### src/rtl/sarcc_pkg.sv
package sarcc_pkg;
  localparam int unsigned RES_W        = 10;
  localparam int unsigned LAST_PERIOD  = 13;
  localparam int unsigned TRACK_LAST   = 3;
  localparam int unsigned FIRST_TEST   = 4;
  localparam logic [3:0]  PERIOD_RST   = 4'h2;
  localparam logic [RES_W-1:0] RESULT_RST = 10'h000;
  localparam int unsigned CLK_MHZ      = 125;
  localparam int unsigned CLK_PERIOD_NS = 8;
  localparam int unsigned UPPER_LSB    = 2;
  localparam int unsigned BUF_DEPTH    = 2;
  typedef enum logic [1:0] {SARCC_RUN, SARCC_WAIT} sarcc_state_t;
endpackage

### src/rtl/sarcc_buf.sv
// two-entry buffer; a word offered while both entries are full is not taken
module sarcc_buf #(
  parameter int unsigned W = 10
) (
  input  wire logic         core_clk,  // clock
  input  wire logic         sys_rst,   // async reset
  input  wire logic [W-1:0] in_data,   // word in
  input  wire logic         in_valid,  // word offered
  output logic              in_ready,  // room available
  output logic      [W-1:0] out_data,  // head word
  output logic              out_valid, // head valid
  input  wire logic         out_ready  // receiver takes
);
  logic [W-1:0] mem [sarcc_pkg::BUF_DEPTH];
  logic         wp, rp;
  logic [1:0]   cnt;
  wire          push = in_valid && in_ready;
  wire          pop  = out_valid && out_ready;
  assign in_ready  = (cnt != 2'h2);
  assign out_valid = (cnt != 2'h0);
  assign out_data  = mem[rp];
  // pointers and fill count
  always_ff @(posedge core_clk or posedge sys_rst) begin
    if (sys_rst) begin
      wp  <= 1'b0;
      rp  <= 1'b0;
      cnt <= 2'h0;
    end else begin
      wp  <= wp ^ push;
      rp  <= rp ^ pop;
      cnt <= cnt + {1'b0, push} - {1'b0, pop};
    end
  end
  // storage, no reset needed
  always_ff @(posedge core_clk) begin
    if (push) begin
      mem[wp] <= in_data;
    end
  end
endmodule // sarcc_buf

### src/rtl/sarcc_ctrl.sv
// Overview of operation
// - start held low: back-to-back 13-period cycles
// - track periods 1 to 3, then disconnect
// - outputs update early in next period 1
// - ready rises period 1, falls period 2
// - ready clear input drops flag synchronously, after a two-flop sync
// - upper enable low drives bits 2-9
// - lower enable low drives bits 0-1
// - no start: internal clock stops in period 2
// - while stopped: track, ready stays high
// - start pulse clears ready, restarts conversion
// - stopped period 2 stretched, others normal
// - external clock: hold in period 2
// - start clears ready, next edge period 3
// - ready falls at later of period 2/start
// - held clear drops ready after delay
// - straight binary code, zero at low end
// - start recognised only after period 13
// - all sequencing on rising clock edge
// - test bit 9 period 4, 8..1 periods 5-12
// - period 13: bit 0, transfer, track, ready
module sarcc_ctrl (
  input  wire logic        core_clk,                   // converter clock
  input  wire logic        sys_rst,                    // async reset, high
  input  wire logic        conversion_start_n,         // start, low active, pin
  input  wire logic        ready_clear_n,              // ready clear, low active, pin
  input  wire logic        internal_clock_mode,        // 1: internal clock gated when idle
  input  wire logic        comparator_in,              // comparator decision
  input  wire logic        upper_byte_output_enable_n, // bits 9..2 enable, pin
  input  wire logic        lower_bits_output_enable_n, // bits 1..0 enable, pin
  input  wire logic        result_taken,               // receiver takes stream word
  output logic      [9:0]  result_out,                 // result bits driven value
  output logic      [9:0]  result_oe_n,                // per-bit enable, low drives
  output logic             result_ready_flag,          // data ready
  output logic             track_enable,               // input connected for tracking
  output logic      [9:0]  cap_switch,                 // capacitor to upper reference
  output logic             clock_run,                  // internal clock running
  output logic      [9:0]  stream_data,                // buffered result word
  output logic             stream_valid,               // buffered word valid
  output logic      [3:0]  period                      // current clock period
);
  logic       start_n_s, clear_n_s, up_n_s, lo_n_s;
  logic [3:0] per;
  logic [9:0] sar;
  logic [9:0] out_reg;
  logic       rdy;
  logic       start_seen;
  sarcc_pkg::sarcc_state_t state;
  logic [9:0] buf_q;
  logic       buf_v, buf_in_ready;

  // all pin inputs pass two flops first
  sarcc_sync #(.RST_VAL(1'b1)) u_sync_start (
    .core_clk (core_clk), .sys_rst (sys_rst), .d (conversion_start_n), .q (start_n_s));
  sarcc_sync #(.RST_VAL(1'b1)) u_sync_clear (
    .core_clk (core_clk), .sys_rst (sys_rst), .d (ready_clear_n), .q (clear_n_s));
  sarcc_sync #(.RST_VAL(1'b1)) u_sync_up (
    .core_clk (core_clk), .sys_rst (sys_rst), .d (upper_byte_output_enable_n),
    .q (up_n_s));
  sarcc_sync #(.RST_VAL(1'b1)) u_sync_lo (
    .core_clk (core_clk), .sys_rst (sys_rst), .d (lower_bits_output_enable_n),
    .q (lo_n_s));

  // period decode, used for sequencing
  wire in_p1     = (per == 4'h1);
  wire in_p2     = (per == 4'h2);
  wire in_last   = (per == 4'(sarcc_pkg::LAST_PERIOD));
  wire in_track  = (per <= 4'(sarcc_pkg::TRACK_LAST));
  wire in_test   = (per >= 4'(sarcc_pkg::FIRST_TEST));
  wire start_now = !start_n_s;
  // start latched during period 1 only after period 13 ended
  wire go_on     = start_now || start_seen;
  // a period-2 wait holds until a start shows at an edge
  wire hold_p2   = in_p2 && !go_on;
  wire [3:0] bit_idx = 4'(sarcc_pkg::LAST_PERIOD) - per;                // 9..0
  wire [9:0] trial   = 10'h001 << bit_idx;
  wire [9:0] keep    = comparator_in ? sar : (sar & ~trial);
  // keep the decided bit, raise the next trial bit; period 12 marks bit 0
  wire [9:0] next_mark = keep | (trial >> 1);
  wire [9:0] final_code = comparator_in ? sar : (sar & ~10'h001);
  // next-cycle view so the switches show the trial that is being tested
  wire [3:0] next_per  = in_last ? 4'h1 : (hold_p2 ? per : per + 4'h1);
  wire       next_track = (next_per <= 4'(sarcc_pkg::TRACK_LAST));
  wire [9:0] next_sar  = in_last ? 10'h200 : (in_test ? next_mark : sar);

  // period counter, rising edge only
  always_ff @(posedge core_clk or posedge sys_rst) begin
    if (sys_rst) begin
      per   <= sarcc_pkg::PERIOD_RST;
      state <= sarcc_pkg::SARCC_WAIT;
    end else if (in_last) begin
      per   <= 4'h1;
      state <= sarcc_pkg::SARCC_RUN;
    end else if (hold_p2) begin
      per   <= per;
      state <= sarcc_pkg::SARCC_WAIT;
    end else begin
      per   <= per + 4'h1;
      state <= sarcc_pkg::SARCC_RUN;
    end
  end

  // start seen in period 1 carries the free run through period 2
  always_ff @(posedge core_clk or posedge sys_rst) begin
    if (sys_rst) begin
      start_seen <= 1'b0;
    end else if (in_p1) begin
      start_seen <= start_now;
    end else begin
      start_seen <= 1'b0;
    end
  end

  // successive approximation register
  always_ff @(posedge core_clk or posedge sys_rst) begin
    if (sys_rst) begin
      sar <= 10'h200;
    end else if (in_last) begin
      sar <= 10'h200;
    end else if (in_test) begin
      sar <= next_mark;
    end
  end

  // output register loads at end of period 13
  always_ff @(posedge core_clk or posedge sys_rst) begin
    if (sys_rst) begin
      out_reg <= sarcc_pkg::RESULT_RST;
    end else if (in_last) begin
      out_reg <= final_code;
    end
  end

  // ready flag; the clear pin wins over set since the pin is a level
  wire ready_set = in_last;
  wire ready_drop = !clear_n_s
                 || (in_p2 && go_on)
                 || (state == sarcc_pkg::SARCC_WAIT && start_now);
  always_ff @(posedge core_clk or posedge sys_rst) begin
    if (sys_rst) begin
      rdy <= 1'b0;
    end else if (ready_set && clear_n_s) begin
      rdy <= 1'b1;
    end else if (ready_drop) begin
      rdy <= 1'b0;
    end
  end

  // stream buffer copies each result; during receiver stall, results offered while full are dropped
  sarcc_buf #(.W(sarcc_pkg::RES_W)) u_buf (
    .core_clk  (core_clk),
    .sys_rst   (sys_rst),
    .in_data   (final_code),
    .in_valid  (in_last),
    .in_ready  (buf_in_ready),
    .out_data  (buf_q),
    .out_valid (buf_v),
    .out_ready (result_taken)
  );

  // enable decode: each pair independent
  wire [9:0] next_oe_n = {{8{up_n_s}}, {2{lo_n_s}}};
  wire       next_clock_run = !(internal_clock_mode && hold_p2);

  // registered outputs
  always_ff @(posedge core_clk or posedge sys_rst) begin
    if (sys_rst) begin
      result_out        <= sarcc_pkg::RESULT_RST;
      result_oe_n       <= 10'h3ff;
      result_ready_flag <= 1'b0;
      track_enable      <= 1'b1;
      cap_switch        <= 10'h000;
      clock_run         <= 1'b0;
      stream_data       <= sarcc_pkg::RESULT_RST;
      stream_valid      <= 1'b0;
      period            <= sarcc_pkg::PERIOD_RST;
    end else begin
      result_out        <= out_reg;
      result_oe_n       <= next_oe_n;
      result_ready_flag <= rdy && clear_n_s;
      track_enable      <= next_track;
      cap_switch        <= next_track ? 10'h000 : next_sar;
      clock_run         <= next_clock_run;
      stream_data       <= buf_q;
      stream_valid      <= buf_v && !result_taken;
      period            <= per;
    end
  end
endmodule // sarcc_ctrl

### src/rtl/sarcc_sync.sv
// two flip-flop synchroniser, reset value given
module sarcc_sync #(
  parameter logic RST_VAL = 1'b1
) (
  input  wire logic core_clk,  // clock
  input  wire logic sys_rst,   // async reset
  input  wire logic d,         // asynchronous level
  output logic      q          // synchronised level
);
  logic meta;
  // meta is read by q only
  always_ff @(posedge core_clk or posedge sys_rst) begin
    if (sys_rst) begin
      meta <= RST_VAL;
      q    <= RST_VAL;
    end else begin
      meta <= d;
      q    <= meta;
    end
  end
endmodule // sarcc_sync
### config.mk
export PLATFORM = sky130hd
export DESIGN_NAME = sarcc_ctrl
export DESIGN_NICKNAME = d
export VERILOG_FILES = /design/src/rtl/sarcc_pkg.sv /design/src/rtl/sarcc_buf.sv /design/src/rtl/sarcc_ctrl.sv /design/src/rtl/sarcc_sync.sv
export SDC_FILE = /design/constraint.sdc
export NUM_CORES = 1
export LEC_CHECK = 0
export ABC_AREA = 1
export BUFFER_PORTS_ARGS = -buffer_cell sky130_fd_sc_hd__clkbuf_2
export CORE_MARGIN = 5
export CORE_UTILIZATION = 49
export DETAILED_ROUTE_END_ITERATION = 16
export HOLD_SLACK_MARGIN = 0.02
export PLACE_DENSITY_LB_ADDON = 0.05
export SLEW_MARGIN = 20
export SYNTH_ARGS = -nofsm -noshare
export SYNTH_HDL_FRONTEND = slang
export SYNTH_HIERARCHICAL = 1
export SYNTH_SLANG_ARGS = --single-unit
### constraint.sdc
create_clock -name core_clk -period 2 [get_ports core_clk]
set_input_delay 0.4 -clock core_clk [delete_from_list [all_inputs] [get_ports core_clk]]
set_output_delay 0.4 -clock core_clk [all_outputs]
set_load 0.02 [all_outputs]
# [Yosys cells after proc, flatten, opt, wreduce, memory -nomap -nowiden]
# Memories as Yosys holds them, arrays and structs flattened. A register that Yosys moved wholly into a read port is not among the register bits.
# Index checks and enable logic that the tools add are counted.
[word_totals] mem_count=1 inputBits=9 output_inout_bits=48 register_bits=71 elab_cells=76 mem_bits_rw=20
[op_classes] bitwise=5 eq_ne=5 magnitude_cmp=2 n_mux=14 reduce_logical=19 n_shift=1 addsub=4
[memory_table] memory="u_buf.mem" words=2 width=10 rd=1 rd_ports_with_merged_regs=1 write_ports=1 line_no="sarcc_buf.sv:14" text="logic [W-1:0] mem [sarcc_pkg::BUF_DEPTH];"
[op_table] operator="10-bit 2-to-1 mux" count=4
[op_table] operator="10-bit bitwise AND" count=1
[op_table] operator="10-bit NOT" count=1
[op_table] operator="10-bit by 9-bit bitwise OR with 10-bit output" count=1
[op_table] operator="1-bit by 4-bit left shift with 10-bit output, first input constant" count=1
[op_table] operator="1-bit logical AND" count=9
[op_table] operator="4-bit 2-to-1 mux" count=2
[op_table] operator="1-bit 2-to-1 mux" count=7
[op_table] operator="1-bit zero test" count=5
[op_table] operator="4-bit by 1-bit adder with 4-bit output, second input constant" count=1
[op_table] operator="4-bit by 1-bit == test with 1-bit output, second input constant" count=1
[op_table] operator="4-bit by 2-bit == test with 1-bit output, second input constant" count=1
[op_table] operator="4-bit == test, second input constant" count=1
[op_table] operator="4-bit by 3-bit greater-or-equal comparator with 1-bit output, second input constant" count=1
[op_table] operator="4-bit by 2-bit <= comparator with 1-bit output, second input constant" count=1
[op_table] operator="2-bit nonzero test" count=2
[op_table] operator="4-bit subtractor, first input constant" count=1
[op_table] operator="1-bit logical OR" count=3
[op_table] operator="2-bit by 1-bit adder with 2-bit output" count=1
[op_table] operator="2-bit by 1-bit == test with 1-bit output, second input constant" count=1
[op_table] operator="2-bit 2-to-1 mux" count=1
[op_table] operator="2-bit != test, second input constant" count=1
[op_table] operator="2-bit by 1-bit subtractor with 2-bit output" count=1
[op_table] operator="1-bit XOR" count=2

# [Logic depth before layout (Yosys ltp)]
# Gate-level depths: netlist of run 1.
[logic_depth] depth_word=9 depth_mapped=16 mapped_depth_nobuf=15

# [Hierarchy]
# The synthesis of run 1 kept the hierarchy.
[by_module_without_submodules] mod="sarcc_ctrl" area_each_um2=2544.9 cells_per_inst=250 n_inst=1
[by_module_without_submodules] mod="sarcc_buf" area_each_um2=964.7 cells_per_inst=85 n_inst=1
[by_module_without_submodules] mod="sarcc_sync" area_each_um2=56.3 cells_per_inst=3 n_inst=4

# [Worst setup path after synthesis of run 1]
# Ideal clock, no wire load.
[synth_timing] kind="flip-flop to flip-flop" startpoint="register per[2]" endpoint="memory u_buf.mem[1][0], enable pin" slack_ps=40 required_time_ps=1624 arrival_ps=1584 stages_incl_launch_ff=7 cell_sequence="dfrtp_1 ha_1 nand2_1 nor2_4 buf_2 nand2_2 nor2_1"
[synth_via] elab_chain_len=4
[synth_lines] element="start, declared" line_no="sarcc_ctrl.sv:43" text="logic [3:0] per;"
[synth_lines] element="start signal, assigned" line_no="sarcc_ctrl.sv:89" text="per <= sarcc_pkg::PERIOD_RST;"
[synth_lines] element="start signal, assigned" line_no="sarcc_ctrl.sv:95" text="per <= per;"
[synth_lines] element="start signal, assigned" line_no="sarcc_ctrl.sv:98" text="per <= per + 4'h1;"
[synth_lines] element="4-bit == test" line_no="sarcc_ctrl.sv:67" text="wire in_last = (per == 4'(sarcc_pkg::LAST_PERIOD));"
[synth_lines] element="net in_last" line_no="sarcc_ctrl.sv:67"
[synth_lines] element="1-bit logical AND" line_no="sarcc_buf.sv:17" text="wire push = in_valid && in_ready;"
[synth_lines] element="1-bit 2-to-1 mux" line_no="sarcc_buf.sv:36" text="if (push) begin"
[synth_lines] element="1-bit 2-to-1 mux (implied by the code)" line_no="sarcc_buf.sv:37" text="mem[wp] <= in_data;"
[synth_lines] element="end, declared" line_no="sarcc_buf.sv:14"
# The timed path passes the listed nets, and every way through them passes these cells.

# [Final worst setup path of run 1]
[layout_timing] startpoint="register per[1]" endpoint="memory u_buf.mem[0][9], enable pin"
[layout_via] elab_chain_len=4
[layout_lines] element="4-bit == test" line_no="sarcc_ctrl.sv:67"
[layout_lines] element="1-bit logical AND" line_no="sarcc_buf.sv:17"
[layout_lines] element="1-bit 2-to-1 mux" line_no="sarcc_buf.sv:36"
[layout_lines] element="1-bit 2-to-1 mux (implied by the code)" line_no="sarcc_buf.sv:37"
# Every way passes these cells.

==> results.toml, run 1 <==
[drt]
drtIter0Drc = 77
drcViolationCount = 0
drt_wl_total_mm = 6.495
drtAntennaViolNets = 0
wl_per_cell_microns = 12.61
num_vias = 2344
vias_per_cell = 4.551
dr.pass1.iters = 4

[hold_path]
min-delay-start = "lower_bits_output_enable_n"
hold_depth = 1
hold_end = "u_sync_lo/meta"
hold_path_class = "in -> reg"

[power_and_ir_drop]
power_leakage_nw = 2.256
clkPwrFrac_pct = 17.5
p_switching_mw = 2.678
combPwrFrac_pct = 36.1
powerDensity_nw_per_um2 = 1549
p_seq_share_pct = 46.3
peakVddDrop_mv = 0.7527
cell_internal_pwr_mw = 4.045
swShare_pct = 39.83

[clock_network]
cts_root_buf = "clkbuf_8"
insertion_delay_ns = 0.37
cts-buffers-inserted = 9
path_clk_slew_ns = 0.10
cts_max_path_buffers = 2
cts_tree = "built"
cts_sinks = 99
cts_setup_buffers = 0
htreeDepth = 3

[worst_setup_path]
critPathMaxFanout = 10
cp.required_ns = 2.02
end_kind = "flop"
crit_path_start = "per[1]"
timing.rr.end = "u_buf/mem[0][9]"
cp.arrival_ns = 1.88
regToRegSetupSlack_ns = 0.15
start_kind = "flop"
critPathKind = "reg -> reg"
r2r_start = "per[1]"
rr_worst_depth = 8

[sta]
finalHoldViolCount = 0
fmax_mhz = 539.3
fin_tns_setup_ns = 0
skew_ns = 0.01070
slew_headroom_pct = 64.75
rsz0062_at_grt = "true"
slew_violations = 0
min_period_ns = 1.854
setup_viol = 0
fin_crit_sh_pct = 92.72
holdWs_ns = 0.1030
worst_slew_pin_slew_ns = 0.5282

[synth]
ys.flop_type = "dfrtp_1"
syn_area_per_cell_sq_um = 10.76
syn_nets = 365
yosys-top-cells-count = "nand2_1, dfrtp_1, inv_1"
synth_top_area_cell = "dfrtp_1"
synth_cell_types = 26
synth_area_sq_um = 3735
synthMostInstantiatedCell = "nand2_1"
ys.warnings.count = 6
ys_async_sr_fraction_pct = 79.80
synth_seq_cells = 99
synth_edf_count = 20
synth_area_leaders = "dfrtp_1, edfxtp_1, nand2_1"
seq_area_frac_synth_pct = 69.51
synth_cells = 347
synth_top_area_share_pct = 42.88

[finish]
nNetsFinal = 429
antenna_cells = 0
largest_reg_flops = 20
multi_input_area_sq_um = 877.1
final_core_util_pct = 59.19
regArea_sq_um = 2596
largest-register = "u_buf/mem"
drive_gt1_share_pct = 28.13
fin_area_sq_um = 4339
final_cells = 515
syn2layout_area_growth_pct = 16.18
nFillCells = 619

[die]
die_x_microns = 97.31
dieArea_sq_um = 9468
ios = 57
coreArea_sq_um = 7331
die-height_microns = 97.31
start_util_pct = 50.95
row_count = 31

[grt]
grt_pass1_vias = 2406
antenna_found_initial = 0
grt_usage_pct = 15.22
grt_max_degree = 52
grt_pass1_wl_mm = 11.59
overflow = 0

[placed_design]
detailed_place_hpwl_mm = 4.714
port_buffers = 56
gp_congestion = 0.9382
post_dp_cell_area_sq_um = 4140
place_inst = 498

[outcome]
outcome = "completed"

[job]
cap_violations = 0
==> layout by cell type, fill, tap and decap left out, types with 6 or more instances in the layout <==
cell / netlist / final
nor2_1: 20 / 19
nand2_1: 129 / 127
nand2_2: 4 / 6
nand3_1: 9 / 9
inv_1: 38 / 37
edfxtp_1: 20 / 20
clkbuf_2: 0 / 56
buf_4: 9 / 9
ha_1: 9 / 8
dfrtp_1: 64 / 64
clkbuf_8: 0 / 9
dfstp_2: 15 / 15
==> kinds of logic after synthesis <==
logic type               Yosys count  synth area share (%)
flip-flops                        99                 69.51
AO/OA/AOI/OAI                      9                 1.440
XOR/XNOR                           2                0.4691
adder cells (fa/ha/maj)            9                 3.015
buffers and inverters             58                 7.270
AND/OR/NAND/NOR                  170                 18.29
==> power groups by stage <==
stage	Clock [mW]	Sequential (mW)	Combinational, mW
floorplan	0	3.47	1.34
global placement	0	3.14	2.41
detailed placement	0	3.16	2.45
CTS	1.22	3.12	2.46
global route	1.31	3.19	2.75
finish	1.18	3.11	2.43
==> worst max-delay path, cell delays in order, from the launching register on <==
cell and delay (ns):
dfstp_2 0.38, inv_1 0.10, ha_2 0.20, nand2_2 0.07, nor2_4 0.10, nand2_2 0.07, buf_4 0.14, inv_2 0.05
ha_1 0.41
==> layout make-up <==
cell class / count / share of cell area (%)
multi-input cells: 190 / 20.21
clock inverters: 7 / 1.269
flip-flops and latches: 99 / 59.83
repair buffers: 68 / 9.170
clock buffers: 9 / 2.855
well taps: 99 / 2.855
inverters: 43 / 3.806
==> worst max-delay path by stage <==
stage,end,cells after the start
floorplan,u_buf/mem[1][0],6
global placement,u_buf/mem[0][0],8
detailed placement,u_buf/mem[1][5],6
CTS,u_buf/mem[1][6],6
global route,u_buf/cnt[1],16
finish,u_buf/mem[0][9],8
==> per-stage QoR <==
stage	power, mW	worst slack, ns
after floorplan	4.811	0.03976
after global placement	5.545	0.1952
after detailed placement	5.607	0.06825
after CTS	6.805	0.05451
after global routing	7.253	-0.002682
final	6.723	0.1456
==> per-layer routing <==
| metal | up-vias | routed length [microns] | track usage, % | share of wire (%) |
|---|---|---|---|---|
| met5 | - | 0 | 0 | 0 |
| li1 | 1178 | - | - | - |
| met3 | 8 | 338 | 4.379 | 5.2 |
| met4 | 0 | 93 | 6.816 | 1.4 |
| met1 | 1114 | 2947 | 19.89 | 45 |
| met2 | 44 | 3116 | 23.67 | 48 |
==> what timing repair did <==
action                                  in CTS  in global routing
hold endpoints to repair                     4                  0
hold buffers                                 1                  0
resized for setup                            0                  4
endpoints found under the setup margin       0                 21
No activity file was read; power rests on OpenSTA's default activity.
==> run 2: changes to the inputs <==
--- a/config.mk
+++ b/config.mk
@@ -12,6 +12,8 @@
 export DETAILED_ROUTE_END_ITERATION = 16
 export HOLD_SLACK_MARGIN = 0.02
 export PLACE_DENSITY_LB_ADDON = 0.05
+export REMOVE_ABC_BUFFERS = 1
+export SKIP_CTS_REPAIR_TIMING = 1
 export SLEW_MARGIN = 20
 export SYNTH_ARGS = -nofsm -noshare
 export SYNTH_HDL_FRONTEND = slang
==> constraint.sdc (replaced) <==
create_clock -name core_clk -period 2.2 [get_ports core_clk]
set_input_delay 0.44 -clock core_clk [delete_from_list [all_inputs] [get_ports core_clk]]
set_output_delay 0.44 -clock core_clk [all_outputs]
set_load 0.02 [all_outputs]
==> run 2 against run 1 <==
  * Count of clock-buffer cells in the layout is the same
  * Flip-flop and latch count is the same
  * Via count shrank 1.7%
  * Largest power group unchanged
  * Clock skew grew 0.0020 ns
  * Final area shrank 1.1%
  * Non-clock buffer count shrank 5
  * Maximum frequency shrank 1.8%
==> results.toml, run 2 (synthesis results as in run 1) <==
[finish]
nFillCells = 631
antenna_cells = 0
layout_commonest_cell = "nand2_1"
final_core_util_pct = 58.54
largest-register = "u_buf/mem"
nNetsFinal = 424
syn2layout_area_growth_pct = 14.91
drive_gt1_share_pct = 26.28
largest_reg_flops = 20
layout_common_cells = "nand2_1, dfrtp_1, clkbuf_2"

[sta]
skew_ns = 0.01274
fin_tns_setup_ns = 0
slew_headroom_pct = 66.41
finalHoldViolCount = 0
fmax_mhz = 529.3
worst_slew_pin_slew_ns = 0.5032
slew_violations = 0
holdWs_ns = 0.1370
worst_slack_ns = 0.3108
min_period_ns = 1.889
setup_viol = 0
fin_crit_sh_pct = 85.87
rsz0062_at_grt = "false"

[placed_design]
dpl_worst_slack_ns = 0.3041
gp_congestion = 0.8142
port_buffers = 56
detailed_place_hpwl_mm = 4.762

[worst_setup_path]
start_kind = "flop"
cp.arrival_ns = 1.91
cp_common_cell = "ha_1"
critPathMaxFanout = 10
cp_cell_sequence = "ha_1 > nand2_1 > nor2_4 > nand2_2 > inv_2 > ha_1"
cp.required_ns = 2.22
slowest_stage = "dfrtp_1"
critPathKind = "reg -> reg"
end_kind = "flop"
cp_slowest_stage_delay_ns = 0.51

[die]
die_x_microns = 97.31
start_util_pct = 50.95
ios = 57
row_count = 31
coreArea_sq_um = 7331
dieArea_sq_um = 9468
die-height_microns = 97.31

[power_and_ir_drop]
peakVddDrop_mv = 0.5952
powerDensity_nw_per_um2 = 1410
power_leakage_nw = 2.234

[grt]
grt_pass1_vias = 2350
antenna_found_initial = 0
grt_usage_pct = 15.16
overflow = 0
grt_max_degree = 28
grt_pass1_wl_mm = 11.34

[drt]
drtIter0Drc = 80
num_vias = 2304
vias_per_cell = 4.518
drcViolationCount = 0
drtAntennaViolNets = 0
dr.pass1.iters = 4
wl_per_cell_microns = 12.78
drt_wl_total_mm = 6.519

[clock_network]
path_clk_slew_ns = 0.10
cts-buffers-inserted = 9
cts_root_buf = "clkbuf_8"
insertion_delay_ns = 0.37
cts_tree = "built"
cts_max_path_buffers = 2
cts_sinks = 99
htreeDepth = 3

[job]
cap_violations = 0

[outcome]
outcome = "completed"

[hold_path]
hold_path_class = "in -> reg"
run 2: cell types whose count changed in the layout (fill, tap and decap cells not counted), sizes merged:
cell	before	now
buf	11	6
run 2: critical path, delay by kind of cell, from the launching register on:
family | cells | cell delay [ns]
flops | 1 | 0.51
fa+ha+maj | 2 | 0.65
simple gates | 3 | 0.32
buf+inv | 1 | 0.07
run 2: worst paths after layout:
kind / startpoint / to / slack [ns] / depth (start not counted)
worst max-delay path: per[2] / u_buf/mem[0][4] / 0.31 / 6
worst min-delay path: conversion_start_n / u_sync_start/meta / 0.14 / 1
worst max register to register: per[2] / u_buf/mem[0][4] / 0.31 / 6
worst min register to register: u_sync_clear/meta / u_sync_clear/q / 0.36 / 0
max in group asynchronous: sys_rst / result_oe_n[1] / 0.84 / 4
min in group asynchronous: sys_rst / u_buf/cnt[1] / 0.57 / 3
run 2: layout make-up:
type | count | area [sq um] | area share, %
Timing Repair Buffer | 63 | 347.8 | 8.105
Clock inverter | 7 | 71.32 | 1.662
Tap cell | 99 | 123.9 | 2.886
Sequential cell | 99 | 2596 | 60.50
Multi-Input combinational cell | 190 | 867.1 | 20.20
Inverter | 43 | 161.4 | 3.761
Clock buffer | 9 | 123.9 | 2.886
run 2: per-layer routing:
layer | GRT usage [%] | share of wire, % | up-vias
li1 | - | - | 1166
met1 | 19.20 | 45 | 1087
met2 | 24.58 | 49 | 40
met3 | 3.589 | 4.1 | 11
met4 | 7.348 | 2.2 | 0
met5 | 0 | 0 | -
run 2: where the power goes:
part | internal (mW) | switching, mW | total (mW)
sequential | 2.51 | 0.385 | 2.90
combinational | 0.653 | 1.38 | 2.03
clock | 0.442 | 0.677 | 1.12
total | 3.61 | 2.44 | 6.05
run 2: metrics by stage:
step | instance area (sq um) | power [mW] | instances
after floorplan | 3625 | 4.262 | 332
after global placement | 4086 | 4.971 | 493
after detailed placement | 4086 | 5.009 | 493
after CTS | 4282 | 6.133 | 509
after global routing | 4292 | 6.535 | 510
final | 4292 | 6.052 | 510
==> run 3: changes to the inputs <==
--- a/config.mk
+++ b/config.mk
@@ -6,7 +6,7 @@
 export NUM_CORES = 1
 export LEC_CHECK = 0
 export ABC_AREA = 1
-export BUFFER_PORTS_ARGS = -buffer_cell sky130_fd_sc_hd__clkbuf_2
+export BUFFER_PORTS_ARGS = -buffer_cell sky130_fd_sc_hd__buf_2
 export CORE_MARGIN = 5
 export CORE_UTILIZATION = 49
 export DETAILED_ROUTE_END_ITERATION = 16
==> run 3 against run 2 <==
  * Clock power increased by 8%
  * Largest power group unchanged
  * Non-clock buffer count is 2 lower
  * Worst setup slack worse by 0.025 ns
  * Critical path depth unchanged
  * Largest cell class unchanged
==> results.toml, run 3 (synthesis results as in run 1) <==
[worst_setup_path]
start_kind = "flop"
slowest_stage = "dfrtp_1"
cp.arrival_ns = 1.91
cp_cell_sequence = "ha_1 > nand2_1 > nor2_4 > nand2_2 > inv_2 > ha_1"
cp.buffers_inverters = 1
critPathKind = "reg -> reg"
critPathTopFamily = "adder cells"
critPathMaxFanout = 10
end_kind = "flop"
cp_slowest_stage_delay_ns = 0.50
cp_common_cell = "ha_1"
cp.required_ns = 2.20

[grt]
met3_usage_pct = 5.097
busiest_layer = "met2"
grt_usage_pct = 14.74
antenna_found_initial = 0
grt_util_met2_pct = 24.52
overflow = 0
grt_pass1_wl_mm = 11.13
use_met1_pct = 18.24
grt_pass1_vias = 2370
grt_max_degree = 26

[power_and_ir_drop]
powerDensity_nw_per_um2 = 1425
clkPwrFrac_pct = 19.8
swShare_pct = 37.69
p_seq_share_pct = 47.0
cell_internal_pwr_mw = 3.819
power_mw = 6.130
p_switching_mw = 2.311
power_leakage_nw = 2.241
peakVddDrop_mv = 0.6994
combPwrFrac_pct = 33.2

[sta]
worst_slack_ns = 0.2855
slew_headroom_pct = 65.54
fin_tns_setup_ns = 0
fmax_mhz = 522.3
slew_violations = 0
fin_crit_sh_pct = 87.02
finalHoldViolCount = 0
skew_ns = 0.01233
rsz0062_at_grt = "false"
holdWs_ns = 0.01619
min_period_ns = 1.915
worst_slew_pin_slew_ns = 0.5169
setup_viol = 0

[clock_network]
cts_root_buf = "clkbuf_8"
cts-buffers-inserted = 9
cts_tree = "built"
insertion_delay_ns = 0.35
cts_sinks = 99
cts_max_path_buffers = 2
path_clk_slew_ns = 0.09
htreeDepth = 3

[placed_design]
gp_congestion = 0.8102
detailed_place_hpwl_mm = 4.651
port_buffers = 56
place_inst = 492
post_dp_cell_area_sq_um = 4091
dpl_worst_slack_ns = 0.2883

[die]
die-height_microns = 97.31
row_count = 31
coreArea_sq_um = 7331
ios = 57
die_x_microns = 97.31
start_util_pct = 50.95
dieArea_sq_um = 9468

[outcome]
outcome = "completed"

[finish]
syn2layout_area_growth_pct = 15.21
largest_reg_flops = 20
fin_area_sq_um = 4303
drive_gt1_share_pct = 25.43
final_cells = 508
final_core_util_pct = 58.70
nNetsFinal = 422
layout_common_cells = "nand2_1, dfrtp_1, buf_2"
layout_commonest_cell = "nand2_1"
antenna_cells = 0
largest-register = "u_buf/mem"

[drt]
num_vias = 2268
drt_wl_total_mm = 6.316
drcViolationCount = 0
drtAntennaViolNets = 0
drtIter0Drc = 125
dr.pass1.iters = 4
wl_per_cell_microns = 12.43
vias_per_cell = 4.465

[hold_path]
hold_path_class = "in -> async"

[job]
cap_violations = 0
[run 3: cell types whose count changed in the layout (fill, tap and decap cells not counted), sizes merged]
cell and delta:
clkinv -1, dlygate4sd3 -1, clkinvlp -1, bufinv +2, inv -3, buf +55
clkbuf -53
[run 3: power groups by stage]
| stage | logic, mW | registers (mW) | clock network, mW |
|---|---|---|---|
| 2_1_floorplan | 1.08 | 3.18 | 0 |
| 3_5_place_dp | 2.08 | 2.93 | 0 |
| 3_3_place_gp | 2.05 | 2.91 | 0 |
| 6_report | 2.04 | 2.88 | 1.21 |
| 4_1_cts | 2.08 | 2.89 | 1.25 |
| 5_1_grt | 2.34 | 2.97 | 1.33 |
[run 3: metal layers]
layer  wire [microns]  share of wire [%]
met3              375                5.9
met4               74                1.2
met5                0                  0
met2             3154                 50
met1             2711                 43
[run 3: layout make-up]
type | count | area [sq um]
repair buffers | 61 | 342.8
clock buffers | 12 | 135.1
inverters | 43 | 161.4
multi-input cells | 190 | 867.1
flip-flops and latches | 99 | 2596
fillers | 657 | 3028
clock inverters | 4 | 76.32
well taps | 99 | 123.9
[run 3: worst paths after layout]
| path | from | endpoint | slack [ns] | cells past startpoint |
|---|---|---|---|---|
| setup reg to reg | per[2] | u_buf/mem[0][7] | 0.29 | 6 |
| max in group asynchronous | sys_rst | sar[9] | 1.46 | 3 |
| min in group core_clk | lower_bits_output_enable_n | u_sync_lo/meta | 0.18 | 1 |
| setup / recovery | per[2] | u_buf/mem[0][7] | 0.29 | 6 |
| hold reg to reg | u_sync_up/q | result_oe_n[2] | 0.36 | 0 |
| hold / removal | sys_rst | u_buf/cnt[1] | 0.02 | 2 |
[run 3: worst reg2reg max path, stage by stage (launching register included)]
cell and delay (ns):
dfrtp_1 0.50, ha_1 0.22, nand2_1 0.10, nor2_4 0.11, nand2_2 0.09, inv_2 0.07, ha_1 0.47
